`src/rtl/emb_regs.svh`:
```
`ifndef EMB_REGS_SVH
`define EMB_REGS_SVH
// Clock rate in kHz (200 MHz system clock).
`define EMB_CLK_KHZ          200000
// Common alarm drop time in ms, and its length in cycles (longest time rounds down).
`define EMB_ALARM_DROP_MS    500
`define EMB_ALARM_DROP_CYC   (`EMB_ALARM_DROP_MS * `EMB_CLK_KHZ)
// Total boot and initialisation budget in ms, and its length in cycles.
`define EMB_BOOT_MS          200
`define EMB_BOOT_CYC         (`EMB_BOOT_MS * `EMB_CLK_KHZ)
// Lamp flash timing in ms: short on, short off, long off.
`define EMB_FLASH_ON_MS      200
`define EMB_FLASH_GAP_MS     1000
`define EMB_FLASH_ON_CYC     (`EMB_FLASH_ON_MS * `EMB_CLK_KHZ)
`define EMB_FLASH_GAP_CYC    (`EMB_FLASH_GAP_MS * `EMB_CLK_KHZ)
// One second of run time in ms and in cycles.
`define EMB_SECOND_MS        1000
`define EMB_SECOND_CYC       (`EMB_SECOND_MS * `EMB_CLK_KHZ)
`define EMB_SECS_PER_HOUR    3600
// Offset between live and historic error indices.
`define EMB_HIST_OFFSET      100
// Number of monitored errors and environment values per error.
`define EMB_NERR             16
`define EMB_NENV             4
// RAM test size and patterns.
`define EMB_RAM_WORDS        64
`define EMB_RAM_PAT_A        16'h55AA
`define EMB_RAM_PAT_B        16'hAA55
// Register offsets for the plain register port (word index).
`define EMB_REG_CTRL         8'h00
`define EMB_REG_STATUS       8'h01
`define EMB_REG_LIVE         8'h02
`define EMB_REG_FATAL_MASK   8'h03
`define EMB_REG_AUTO_MASK    8'h04
`define EMB_REG_HOURS        8'h05
`define EMB_REG_SECONDS      8'h06
`define EMB_REG_TOOL_ID      8'h07
`define EMB_REG_LAST_ID      8'h08
`define EMB_REG_ENV_SEL      8'h09
`define EMB_REG_HIST_BASE    8'h10
`define EMB_REG_HIST_END     8'h1F
// Control register bit positions.
`define EMB_CTRL_NEW_PULSE   0
`define EMB_CTRL_CLR_PULSE   1
`define EMB_CTRL_INHIBIT     2
`define EMB_CTRL_SW_CLEAR_EN 3
`define EMB_CTRL_CLR_ERR     4
`define EMB_CTRL_CLR_HIST    5
`define EMB_CTRL_SAVE        6
`endif

```
`src/rtl/emb_pkg.sv`:
```
package emb_pkg;
    typedef enum logic [2:0] {
        EMB_WDOG, EMB_RAM_WR, EMB_RAM_RD, EMB_BOOT_SUM, EMB_PROG_SUM,
        EMB_INIT, EMB_RUN, EMB_HALT
    } emb_boot_type;
    typedef logic [15:0] emb_err_type;
endpackage : emb_pkg

```
`src/rtl/emb_monitor.sv`:
```
// The register addresses and the plain strobed port are this design's own decisions.
`timescale 1ns/100ps
`default_nettype none
`include "emb_regs.svh"
module emb_monitor #(
    parameter int unsigned CLK_KHZ = `EMB_CLK_KHZ
) (
    // Clock and reset.
    input  wire logic                clk,
    input  wire logic                rst,
    // Error conditions and environment, synchronous to clk.
    input  wire emb_pkg::emb_err_type err_cond,
    input  wire logic [15:0]         env_value [`EMB_NENV],
    input  wire logic [15:0]         setpoint,
    // Boot self-test results, synchronous to clk.
    input  wire logic                watchdog_ok,
    input  wire logic                watchdog_tripped,
    input  wire logic [15:0]         boot_sum,
    input  wire logic [15:0]         boot_sum_ref,
    input  wire logic [15:0]         prog_sum,
    input  wire logic [15:0]         prog_sum_ref,
    // External clear switch pin.
    input  wire logic                error_clear_switch,
    // Serial tool side.
    input  wire logic [15:0]         tool_id,
    input  wire logic                tool_id_valid,
    // Register port.
    input  wire logic [7:0]          reg_addr,
    input  wire logic [31:0]         reg_wdata,
    input  wire logic                reg_wr,
    input  wire logic                reg_rd,
    output logic [31:0]              reg_rdata,
    // Indicators.
    output logic                     any_error_indicator,
    output logic                     fatal_error_indicator,
    output logic                     error_lamp,
    output logic                     system_run,
    output logic                     serial_accept,
    output logic                     program_checksum_fault,
    output logic                     watchdog_trip_fault
);
    import emb_pkg::*;
    localparam int unsigned DROP_CYC  = `EMB_ALARM_DROP_MS * CLK_KHZ;
    localparam int unsigned BOOT_CYC  = `EMB_BOOT_MS * CLK_KHZ;
    localparam int unsigned ON_CYC    = `EMB_FLASH_ON_MS * CLK_KHZ;
    localparam int unsigned GAP_CYC   = `EMB_FLASH_GAP_MS * CLK_KHZ;
    localparam int unsigned SEC_CYC   = `EMB_SECOND_MS * CLK_KHZ;
    // Switch pin synchroniser.
    logic sw_s1_q;
    logic sw_s2_q;
    logic sw_s3_q;
    always_ff @(posedge clk) begin
        sw_s1_q <= error_clear_switch;
        sw_s2_q <= sw_s1_q;
        sw_s3_q <= sw_s2_q;
    end

    // Control and configuration registers.
    logic        new_pulse_q;
    logic        clr_pulse_q;
    logic        inhibit_q;
    logic        sw_en_q;
    logic        blocked_q;
    emb_err_type fatal_mask_q;
    emb_err_type auto_mask_q;
    logic [3:0]  env_sel_q;
    logic [15:0] tool_id_q;
    logic [15:0] last_id_q;
    emb_boot_type state_q;
    wire running   = (state_q == EMB_RUN);
    wire wr_ok     = reg_wr && running;
    wire wr_ctrl   = wr_ok && (reg_addr == `EMB_REG_CTRL);
    wire clr_err   = wr_ctrl && reg_wdata[`EMB_CTRL_CLR_ERR];
    wire clr_hist  = wr_ctrl && reg_wdata[`EMB_CTRL_CLR_HIST];
    wire save_cmd  = wr_ctrl && reg_wdata[`EMB_CTRL_SAVE];
    wire sw_clear  = sw_en_q && sw_s2_q && !sw_s3_q;
    // Configuration writes; inhibit is volatile and resets to zero.
    always_ff @(posedge clk) begin
        if (rst) begin
            new_pulse_q  <= 1'b0;
            clr_pulse_q  <= 1'b0;
            inhibit_q    <= 1'b0;
            sw_en_q      <= 1'b0;
            fatal_mask_q <= 16'h0000;
            auto_mask_q  <= 16'h0000;
            env_sel_q    <= 4'h0;
        end else if (wr_ok) begin
            if (reg_addr == `EMB_REG_CTRL) begin
                new_pulse_q <= reg_wdata[`EMB_CTRL_NEW_PULSE];
                clr_pulse_q <= reg_wdata[`EMB_CTRL_CLR_PULSE];
                inhibit_q   <= reg_wdata[`EMB_CTRL_INHIBIT];
                sw_en_q     <= reg_wdata[`EMB_CTRL_SW_CLEAR_EN];
            end
            if (reg_addr == `EMB_REG_FATAL_MASK) fatal_mask_q <= reg_wdata[15:0];
            if (reg_addr == `EMB_REG_AUTO_MASK) auto_mask_q <= reg_wdata[15:0];
            if (reg_addr == `EMB_REG_ENV_SEL) env_sel_q <= reg_wdata[3:0];
        end
    end

    always_ff @(posedge clk) begin
        if (rst)
            blocked_q <= 1'b0;
        else if (clr_hist && inhibit_q)
            blocked_q <= 1'b1;
    end

    always_ff @(posedge clk) begin
        if (rst) begin
            tool_id_q <= 16'h0000;
            last_id_q <= 16'h0000;
        end else begin
            if (tool_id_valid && running)
                tool_id_q <= tool_id;
            if (save_cmd)
                last_id_q <= tool_id_q;
        end
    end

    // Live flags: set wins over clear, auto flags follow their cause.
    emb_err_type live_q;
    emb_err_type live_d;
    emb_err_type rise_w;
    always_comb begin
        live_d = live_q;
        if (clr_err || sw_clear)
            live_d = 16'h0000;
        live_d = live_d & ~(auto_mask_q & ~err_cond);
        live_d = live_d | err_cond;
    end
    assign rise_w = live_d & ~live_q;

    always_ff @(posedge clk) begin
        if (rst || !running)
            live_q <= 16'h0000;
        else
            live_q <= live_d;
    end

    // Alarm drop timer for new and cleared errors.
    logic [31:0] drop_q;
    wire any_rise  = |rise_w;
    wire any_fall  = |(live_q & ~live_d);
    wire drop_go   = running && new_pulse_q && (any_rise || (clr_pulse_q && any_fall));
    always_ff @(posedge clk) begin
        if (rst)
            drop_q <= 32'h00000000;
        else if (drop_go)
            drop_q <= DROP_CYC;
        else if (drop_q != 32'h00000000)
            drop_q <= drop_q - 32'h00000001;
    end

    always_ff @(posedge clk) begin
        if (rst) begin
            any_error_indicator   <= 1'b0;
            fatal_error_indicator <= 1'b0;
        end else begin
            any_error_indicator   <= (|live_d) && !drop_go && (drop_q <= 32'h00000001);
            fatal_error_indicator <= |(live_d & fatal_mask_q);
        end
    end

    logic [31:0] sec_tick_q;
    logic [31:0] seconds_q;
    logic [31:0] hours_q;
    wire  tick = (sec_tick_q == SEC_CYC - 1);
    always_ff @(posedge clk) begin
        if (rst) begin
            sec_tick_q <= 32'h00000000;
            seconds_q  <= 32'h00000000;
            hours_q    <= 32'h00000000;
        end else if (running && setpoint != 16'h0000) begin
            sec_tick_q <= tick ? 32'h00000000 : sec_tick_q + 32'h00000001;
            if (tick) begin
                if (seconds_q == `EMB_SECS_PER_HOUR - 1) begin
                    seconds_q <= 32'h00000000;
                    hours_q   <= hours_q + 32'h00000001;
                end else begin
                    seconds_q <= seconds_q + 32'h00000001;
                end
            end
        end
    end

    // History: counter, first and last time, environment per error.
    logic [15:0] hist_cnt_q  [`EMB_NERR];
    logic [31:0] hist_first_q[`EMB_NERR];
    logic [31:0] hist_last_q [`EMB_NERR];
    logic [15:0] hist_env_q  [`EMB_NERR][`EMB_NENV];
    wire  rec_ok = running && !blocked_q;
    genvar gi;
    for (gi = 0; gi < `EMB_NERR; gi++) begin : g_hist
        always_ff @(posedge clk) begin
            if (clr_hist) begin
                hist_cnt_q[gi]   <= 16'h0000;
                hist_first_q[gi] <= 32'h00000000;
                hist_last_q[gi]  <= 32'h00000000;
                for (int e = 0; e < `EMB_NENV; e++)
                    hist_env_q[gi][e] <= 16'h0000;
            end else if (rec_ok && rise_w[gi]) begin
                if (hist_cnt_q[gi] != 16'hFFFF)
                    hist_cnt_q[gi] <= hist_cnt_q[gi] + 16'h0001;
                if (hist_cnt_q[gi] == 16'h0000)
                    hist_first_q[gi] <= hours_q;
                hist_last_q[gi] <= hours_q;
                for (int e = 0; e < `EMB_NENV; e++)
                    hist_env_q[gi][e] <= env_value[e];
            end
        end
    end
    // Boot sequencer with RAM self test.
    logic [15:0] ram_mem [`EMB_RAM_WORDS];
    logic [5:0]  ram_idx_q;
    logic        ram_pass_q;
    logic [31:0] boot_cnt_q;
    wire [15:0]  ram_pat = ram_pass_q ? `EMB_RAM_PAT_B : `EMB_RAM_PAT_A;
    wire         ram_last = (ram_idx_q == 6'(`EMB_RAM_WORDS - 1));
    logic        prog_fault_q;
    logic        wd_fault_q;

    always_ff @(posedge clk) begin
        if (state_q == EMB_RAM_WR)
            ram_mem[ram_idx_q] <= ram_pat;
    end
    always_ff @(posedge clk) begin
        if (rst) begin
            state_q      <= EMB_WDOG;
            ram_idx_q    <= 6'h00;
            ram_pass_q   <= 1'b0;
            boot_cnt_q   <= 32'h00000000;
            prog_fault_q <= 1'b0;
            wd_fault_q   <= 1'b0;
        end else begin
            boot_cnt_q <= boot_cnt_q + 32'h00000001;
            case (state_q)
                EMB_WDOG: begin
                    if (watchdog_tripped) begin
                        wd_fault_q <= 1'b1;
                        state_q    <= EMB_HALT;
                    end else begin
                        state_q <= watchdog_ok ? EMB_RAM_WR : EMB_HALT;
                    end
                end
                EMB_RAM_WR: begin
                    ram_idx_q <= ram_idx_q + 6'h01;
                    if (ram_last)
                        state_q <= EMB_RAM_RD;
                end
                EMB_RAM_RD: begin
                    ram_idx_q <= ram_idx_q + 6'h01;
                    if (ram_mem[ram_idx_q] != ram_pat)
                        state_q <= EMB_HALT;
                    else if (ram_last) begin
                        ram_pass_q <= 1'b1;
                        state_q    <= ram_pass_q ? EMB_BOOT_SUM : EMB_RAM_WR;
                    end
                end
                EMB_BOOT_SUM:
                    state_q <= (boot_sum == boot_sum_ref) ? EMB_PROG_SUM : EMB_HALT;
                EMB_PROG_SUM: begin
                    if (prog_sum != prog_sum_ref) begin
                        prog_fault_q <= 1'b1;
                        state_q      <= EMB_HALT;
                    end else begin
                        state_q <= EMB_INIT;
                    end
                end
                EMB_INIT: begin
                    if (boot_cnt_q >= BOOT_CYC - 1)
                        state_q <= EMB_RUN;
                end
                EMB_RUN, EMB_HALT: state_q <= state_q;
                default:  state_q <= EMB_HALT;
            endcase
        end
    end

    // Lamp flash pattern: three short pulses then a long gap.
    logic [31:0] fl_cnt_q;
    logic [2:0]  fl_ph_q;
    wire flashing = (state_q == EMB_HALT) && (prog_fault_q || wd_fault_q);
    wire fl_end   = (fl_ph_q == 3'd5) ? (fl_cnt_q >= GAP_CYC - 1) : (fl_cnt_q >= ON_CYC - 1);
    always_ff @(posedge clk) begin
        if (rst || !flashing) begin
            fl_cnt_q <= 32'h00000000;
            fl_ph_q  <= 3'h0;
        end else if (fl_end) begin
            fl_cnt_q <= 32'h00000000;
            fl_ph_q  <= (fl_ph_q == 3'd5) ? 3'h0 : fl_ph_q + 3'h1;
        end else begin
            fl_cnt_q <= fl_cnt_q + 32'h00000001;
        end
    end

    always_ff @(posedge clk) begin
        if (rst) begin
            error_lamp             <= 1'b0;
            system_run             <= 1'b0;
            serial_accept          <= 1'b0;
            program_checksum_fault <= 1'b0;
            watchdog_trip_fault    <= 1'b0;
        end else begin
            error_lamp             <= flashing ? (fl_ph_q != 3'd5 && !fl_ph_q[0])
                                               : (state_q == EMB_HALT);
            system_run             <= running;
            serial_accept          <= running || flashing;
            program_checksum_fault <= prog_fault_q;
            watchdog_trip_fault    <= wd_fault_q;
        end
    end
    wire       hist_hit = (reg_addr >= `EMB_REG_HIST_BASE) && (reg_addr <= `EMB_REG_HIST_END);
    wire [3:0] hsel     = 4'(reg_addr - `EMB_REG_HIST_BASE);
    logic [31:0] rd_mux;
    always_comb begin
        case (reg_addr)
            `EMB_REG_CTRL:       rd_mux = {28'h0, sw_en_q, inhibit_q, clr_pulse_q, new_pulse_q};
            `EMB_REG_STATUS:     rd_mux = {24'h0, blocked_q, wd_fault_q, prog_fault_q,
                                           2'b00, 3'(state_q)};
            `EMB_REG_LIVE:       rd_mux = {16'h0, live_q};
            `EMB_REG_FATAL_MASK: rd_mux = {16'h0, fatal_mask_q};
            `EMB_REG_AUTO_MASK:  rd_mux = {16'h0, auto_mask_q};
            `EMB_REG_HOURS:      rd_mux = hours_q;
            `EMB_REG_SECONDS:    rd_mux = seconds_q;
            `EMB_REG_TOOL_ID:    rd_mux = {16'h0, tool_id_q};
            `EMB_REG_LAST_ID:    rd_mux = {16'h0, last_id_q};
            `EMB_REG_ENV_SEL:    rd_mux = {28'h0, env_sel_q};
            default: begin
                if (hist_hit) begin
                    case (env_sel_q)
                        4'h0:    rd_mux = {16'h0, hist_cnt_q[hsel]};
                        4'h1:    rd_mux = hist_first_q[hsel];
                        4'h2:    rd_mux = hist_last_q[hsel];
                        4'h3:    rd_mux = {16'h0, hist_env_q[hsel][0]};
                        4'h4:    rd_mux = {16'h0, hist_env_q[hsel][1]};
                        4'h5:    rd_mux = {16'h0, hist_env_q[hsel][2]};
                        4'h6:    rd_mux = {16'h0, hist_env_q[hsel][3]};
                        default: rd_mux = 32'h00000000;
                    endcase
                end else begin
                    rd_mux = 32'h00000000;
                end
            end
        endcase
    end
    // Read data registered one cycle after the strobe.
    always_ff @(posedge clk) begin
        if (rst)
            reg_rdata <= 32'h00000000;
        else
            reg_rdata <= reg_rd ? rd_mux : 32'h00000000;
    end
endmodule : emb_monitor
`default_nettype wire

```
`config.mk`:
```
export PLATFORM = sky130hd
export DESIGN_NAME = emb_monitor
export DESIGN_NICKNAME = d
export VERILOG_FILES = /design/src/rtl/emb_pkg.sv /design/src/rtl/emb_monitor.sv
export VERILOG_INCLUDE_DIRS = /design/src /design/src/rtl
export SDC_FILE = /design/constraint.sdc
export NUM_CORES = 2
export LEC_CHECK = 0
export BUFFER_PORTS_ARGS = -buffer_cell sky130_fd_sc_hd__buf_2
export CAP_MARGIN = 20
export CORE_UTILIZATION = 68
export CTS_BUF_LIST = sky130_fd_sc_hd__clkbuf_16
export DETAILED_ROUTE_END_ITERATION = 10
export GPL_ROUTABILITY_DRIVEN = 0
export PLACE_DENSITY_LB_ADDON = 0.08
export SETUP_SLACK_MARGIN = 0.1
export SKIP_CTS_REPAIR_TIMING = 1
export SLEW_MARGIN = 10
export SYNTH_ARGS = -nofsm -noshare
export SYNTH_HDL_FRONTEND = slang
export SYNTH_SLANG_ARGS = --single-unit
```
`constraint.sdc`:
```
create_clock -name clk -period 11 [get_ports clk]
set_input_delay 0.55 -clock clk [delete_from_list [all_inputs] [get_ports clk]]
set_output_delay 0.55 -clock clk [all_outputs]
set_load 0.03 [all_outputs]
```
==> results.tsv <==
stage	metric	value	unit
setup_path	reg2regPathDepth	10	
setup_path	critPathArrivalTime	6.04	ns
die	rows	159	
routing	drc	190	
power	leakagePower	0.0520	uW
yosys	ys_async_sr_fraction	0	
power	power.density	167	nW/um^2
sta	finalCritPeriodShare	0.481	
yosys	synth_largest_area_cell	edfxtp_1	
yosys	syn_area	129000	um^2
setup_path	max_stage_delay	0.99	ns
yosys	avgSynthCellArea	14.1	um^2
placement	place_hpwl	205	mm
sta	max-slew-margin-rel	0.192	
yosys	ys_types	87	
setup_path	crit_type	primary input to flop	
setup_path	crit_cells	10	
global_routing	grt_pass1_wl	510	mm
die	coreArea	188000	um^2
yosys	synth_ff_type	edfxtp_1	
final_layout	mostFrequentLayoutCell	edfxtp_1	
setup_path	r2r_slack	5.79	ns
setup_path	crit_end	reg_rdata[4]$_SDFF_PP0_	
setup_path	crit_buf_inv	3	
setup_path	slowest_stage	o21ai_0	
routing	routedWlPerCell	29.2	um
sta	hold_viol_final	0	
global_routing	grt_remaining_overflow	0	
sta	max_freq	189	MHz
final_layout	finalNetCount	9462	
placement	port_buffers	246	
final_layout	final_cell_count_no_fill	11900	
clock_network	clk-insertion-delay-late	0.95	ns
routing	postRouteAntennaNets	0	
final_layout	fin_util	0.756	
setup_path	worstSetupEndpointType	flop	
setup_path	r2r_end	hist_env_q[7][56]$_SDFFCE_PN0P_	
global_routing	grt_max_degree	125	
yosys	synthTopCellsByArea	edfxtp_1 57%, mux4_2 13%, and2_1 9.1%	
clock_network	htreeDepth	5	
die	die_w	437	um
routing	vias_per_cell	6.73	
clock_network	cts_root_buf	clkbuf_16	
global_routing	track_usage	0.365	
global_routing	antenna_found_initial	23	
sta	setup_violations	0	
final_layout	final_cell_mix	2432 x edfxtp_1, 1877 x and2_1, 744 x mux4_2	
setup_path	r2r_start	state_q[0]$_SDFFE_PP0P_	
die	num_io_pins	263	
yosys	synth_top_cell_area_share	0.568	
sta	worst_slew_pin_slew	1.20	ns
outcome	failed_checks	DRC	
global_routing	grt_pass1_vias	78073	
die	die_h	437	um
yosys	synth_seq_cells	2776	
sta	timing.setup.tns	0	ns
setup_path	path_max_fanout	69	
routing	wirelength	347	mm
setup_path	cp-start-kind	primary input	
placement	placed_area	132000	um^2
final_layout	areaGrowthSynthToFinish	10.3	%
yosys	syn_inst	9114	
die	dieArea	191000	um^2
yosys	synth_seq_area_share	0.621	
sta	rsz0062_at_grt	false	
yosys	synth_edf_count	2432	
power	ir_drop	0.000178	V
die	start_util	0.685	
worst_hold_path	hp-class	primary input to flop	
outcome	status	finished, violations left	
sta	period_minus_slack	5.29	ns
flow_run	cap_viol_max_count	0	
clock_network	cts_inserted_buffers	300	
routing	drtPass1Iterations	11	
final_layout	finalInstanceArea	142000	um^2
sta	drv_slew	0	
final_layout	drive_gt1_frac	0.178	
routing	vias	80059	
setup_path	critical_path_required	11.75	ns
placement	placed_cells	11325	
setup_path	crit_chain	buf_8, buf_4, buf_4, mux4_2, mux4_2, nor2b_1, a31oi_1, o221ai_1, o21ai_0, a31oi_1	
routing	first_iter_violations	10862	
clock_network	cts.sinks	2776	
clock_network	cts_max_path_buffers	4	
sta	finalClockSkew	0.0581	ns
clock_network	cts_tree	yes	
clock_network	path_clk_slew	0.06	ns
setup_path	path_delay_family	compound AO/OA/AOI/OAI gates	
setup_path	startpoint	reg_addr[0]	
yosys	yosys_warnings	0	
==> metal layers <==
| layer | part of all wire | GRT usage | up-vias |
|---|---|---|---|
| met1 | 0.36 | 0.501 | 40311 |
| met5 | 0.00044 | 0 | - |
| li1 | - | - | 33713 |
| met2 | 0.47 | 0.573 | 5081 |
| met4 | 0.047 | 0.156 | 24 |
| met3 | 0.12 | 0.0765 | 930 |
==> final cells by class <==
type                       instances  area (um^2)
sequential                      2776        79900
clock buffer                     311         7780
multi-input combinational       5491        46000
fill                           11272        45900
tap                             2495         3120
clock inverter                   190         1070
inverter                         146          548
antenna                           10         25.0
timing repair buffer             481         3460
==> cells in the mapped netlist (all sizes together) (10+ instances only) <==
cell,count
edfxtp,2432
and2,1880
mux4,749
nor2,677
clkbuf,568
nand2,381
dfxtp,344
xor2,269
nand3,183
nor3,156
inv,143
buf,136
xnor2,136
a21oi,135
nor4,131
and3,113
nand4,83
o21ai,79
nor2b,58
ha,42
a31oi,40
nand2b,35
mux2i,31
or3,31
a222oi,24
a22o,22
or4,21
a32oi,19
and4,18
o221ai,17
a22oi,16
nor4b,16
o22ai,15
mux2,12
a31o,11
o211ai,11
or2,11
a221oi,10
==> stage by stage <==
step           worst slack, ns  power, uW  hold slack [ns]
4_1_cts                   5.91      23800           -0.286
2_1_floorplan             6.04      13700            0.310
3_3_place_gp              5.09      14500            0.320
6_report                  5.71      23800           0.0173
5_1_grt                   5.63      24300          0.00454
3_5_place_dp              5.09      14600            0.323
==> worst min path at each step <==
stage                       startpoint               endpoint  slack, ns  cells past startpoint
global route              err_cond[13]  live_q[13]$_SDFF_PP0_      0.005                      3
floorplan              sw_s1_q$_DFF_P_        sw_s2_q$_DFF_P_       0.31                      0
detailed placement     sw_s1_q$_DFF_P_        sw_s2_q$_DFF_P_       0.32                      0
CTS                 error_clear_switch        sw_s1_q$_DFF_P_      -0.29                      1
global placement       sw_s1_q$_DFF_P_        sw_s2_q$_DFF_P_       0.32                      0
finish                    err_cond[13]  live_q[13]$_SDFF_PP0_       0.02                      3
==> logic make-up (layout without fill, tap and decap cells) <==
family | count (synthesis) | after routing | synth area share
buffers and inverters | 850 | 1128 | 0.0255
AO/OA/AOI/OAI | 435 | 435 | 0.0228
adder cells (fa/ha/maj) | 42 | 42 | 0.00409
other | 1 | 14 | 0.0000292
XOR/XNOR | 405 | 405 | 0.0276
multiplexers | 792 | 792 | 0.135
AND/OR/NAND/NOR | 3813 | 3813 | 0.164
flip-flops | 2776 | 2776 | 0.621
==> worst min-delay path, stage by stage <==
cell and delay (ns):
buf_2 0.15, a31oi_1 0.11, nor2_1 0.09
==> flip-flops by register name, summed over array words and instances (netlist names), 128 cells and up, named ones only <==
signal	cells
hist_cnt_q	256
hist_env_q	1024
hist_first_q	512
hist_last_q	512
ram_mem	128
==> power breakdown <==
group          switching, uW  total, uW  internal [uW]  leakage, uW
registers                179      12000          11800       0.0292
clock network           3980       9290           5320      0.00463
logic                   1720       2510            787       0.0181
(Power assumes the default switching activity.)
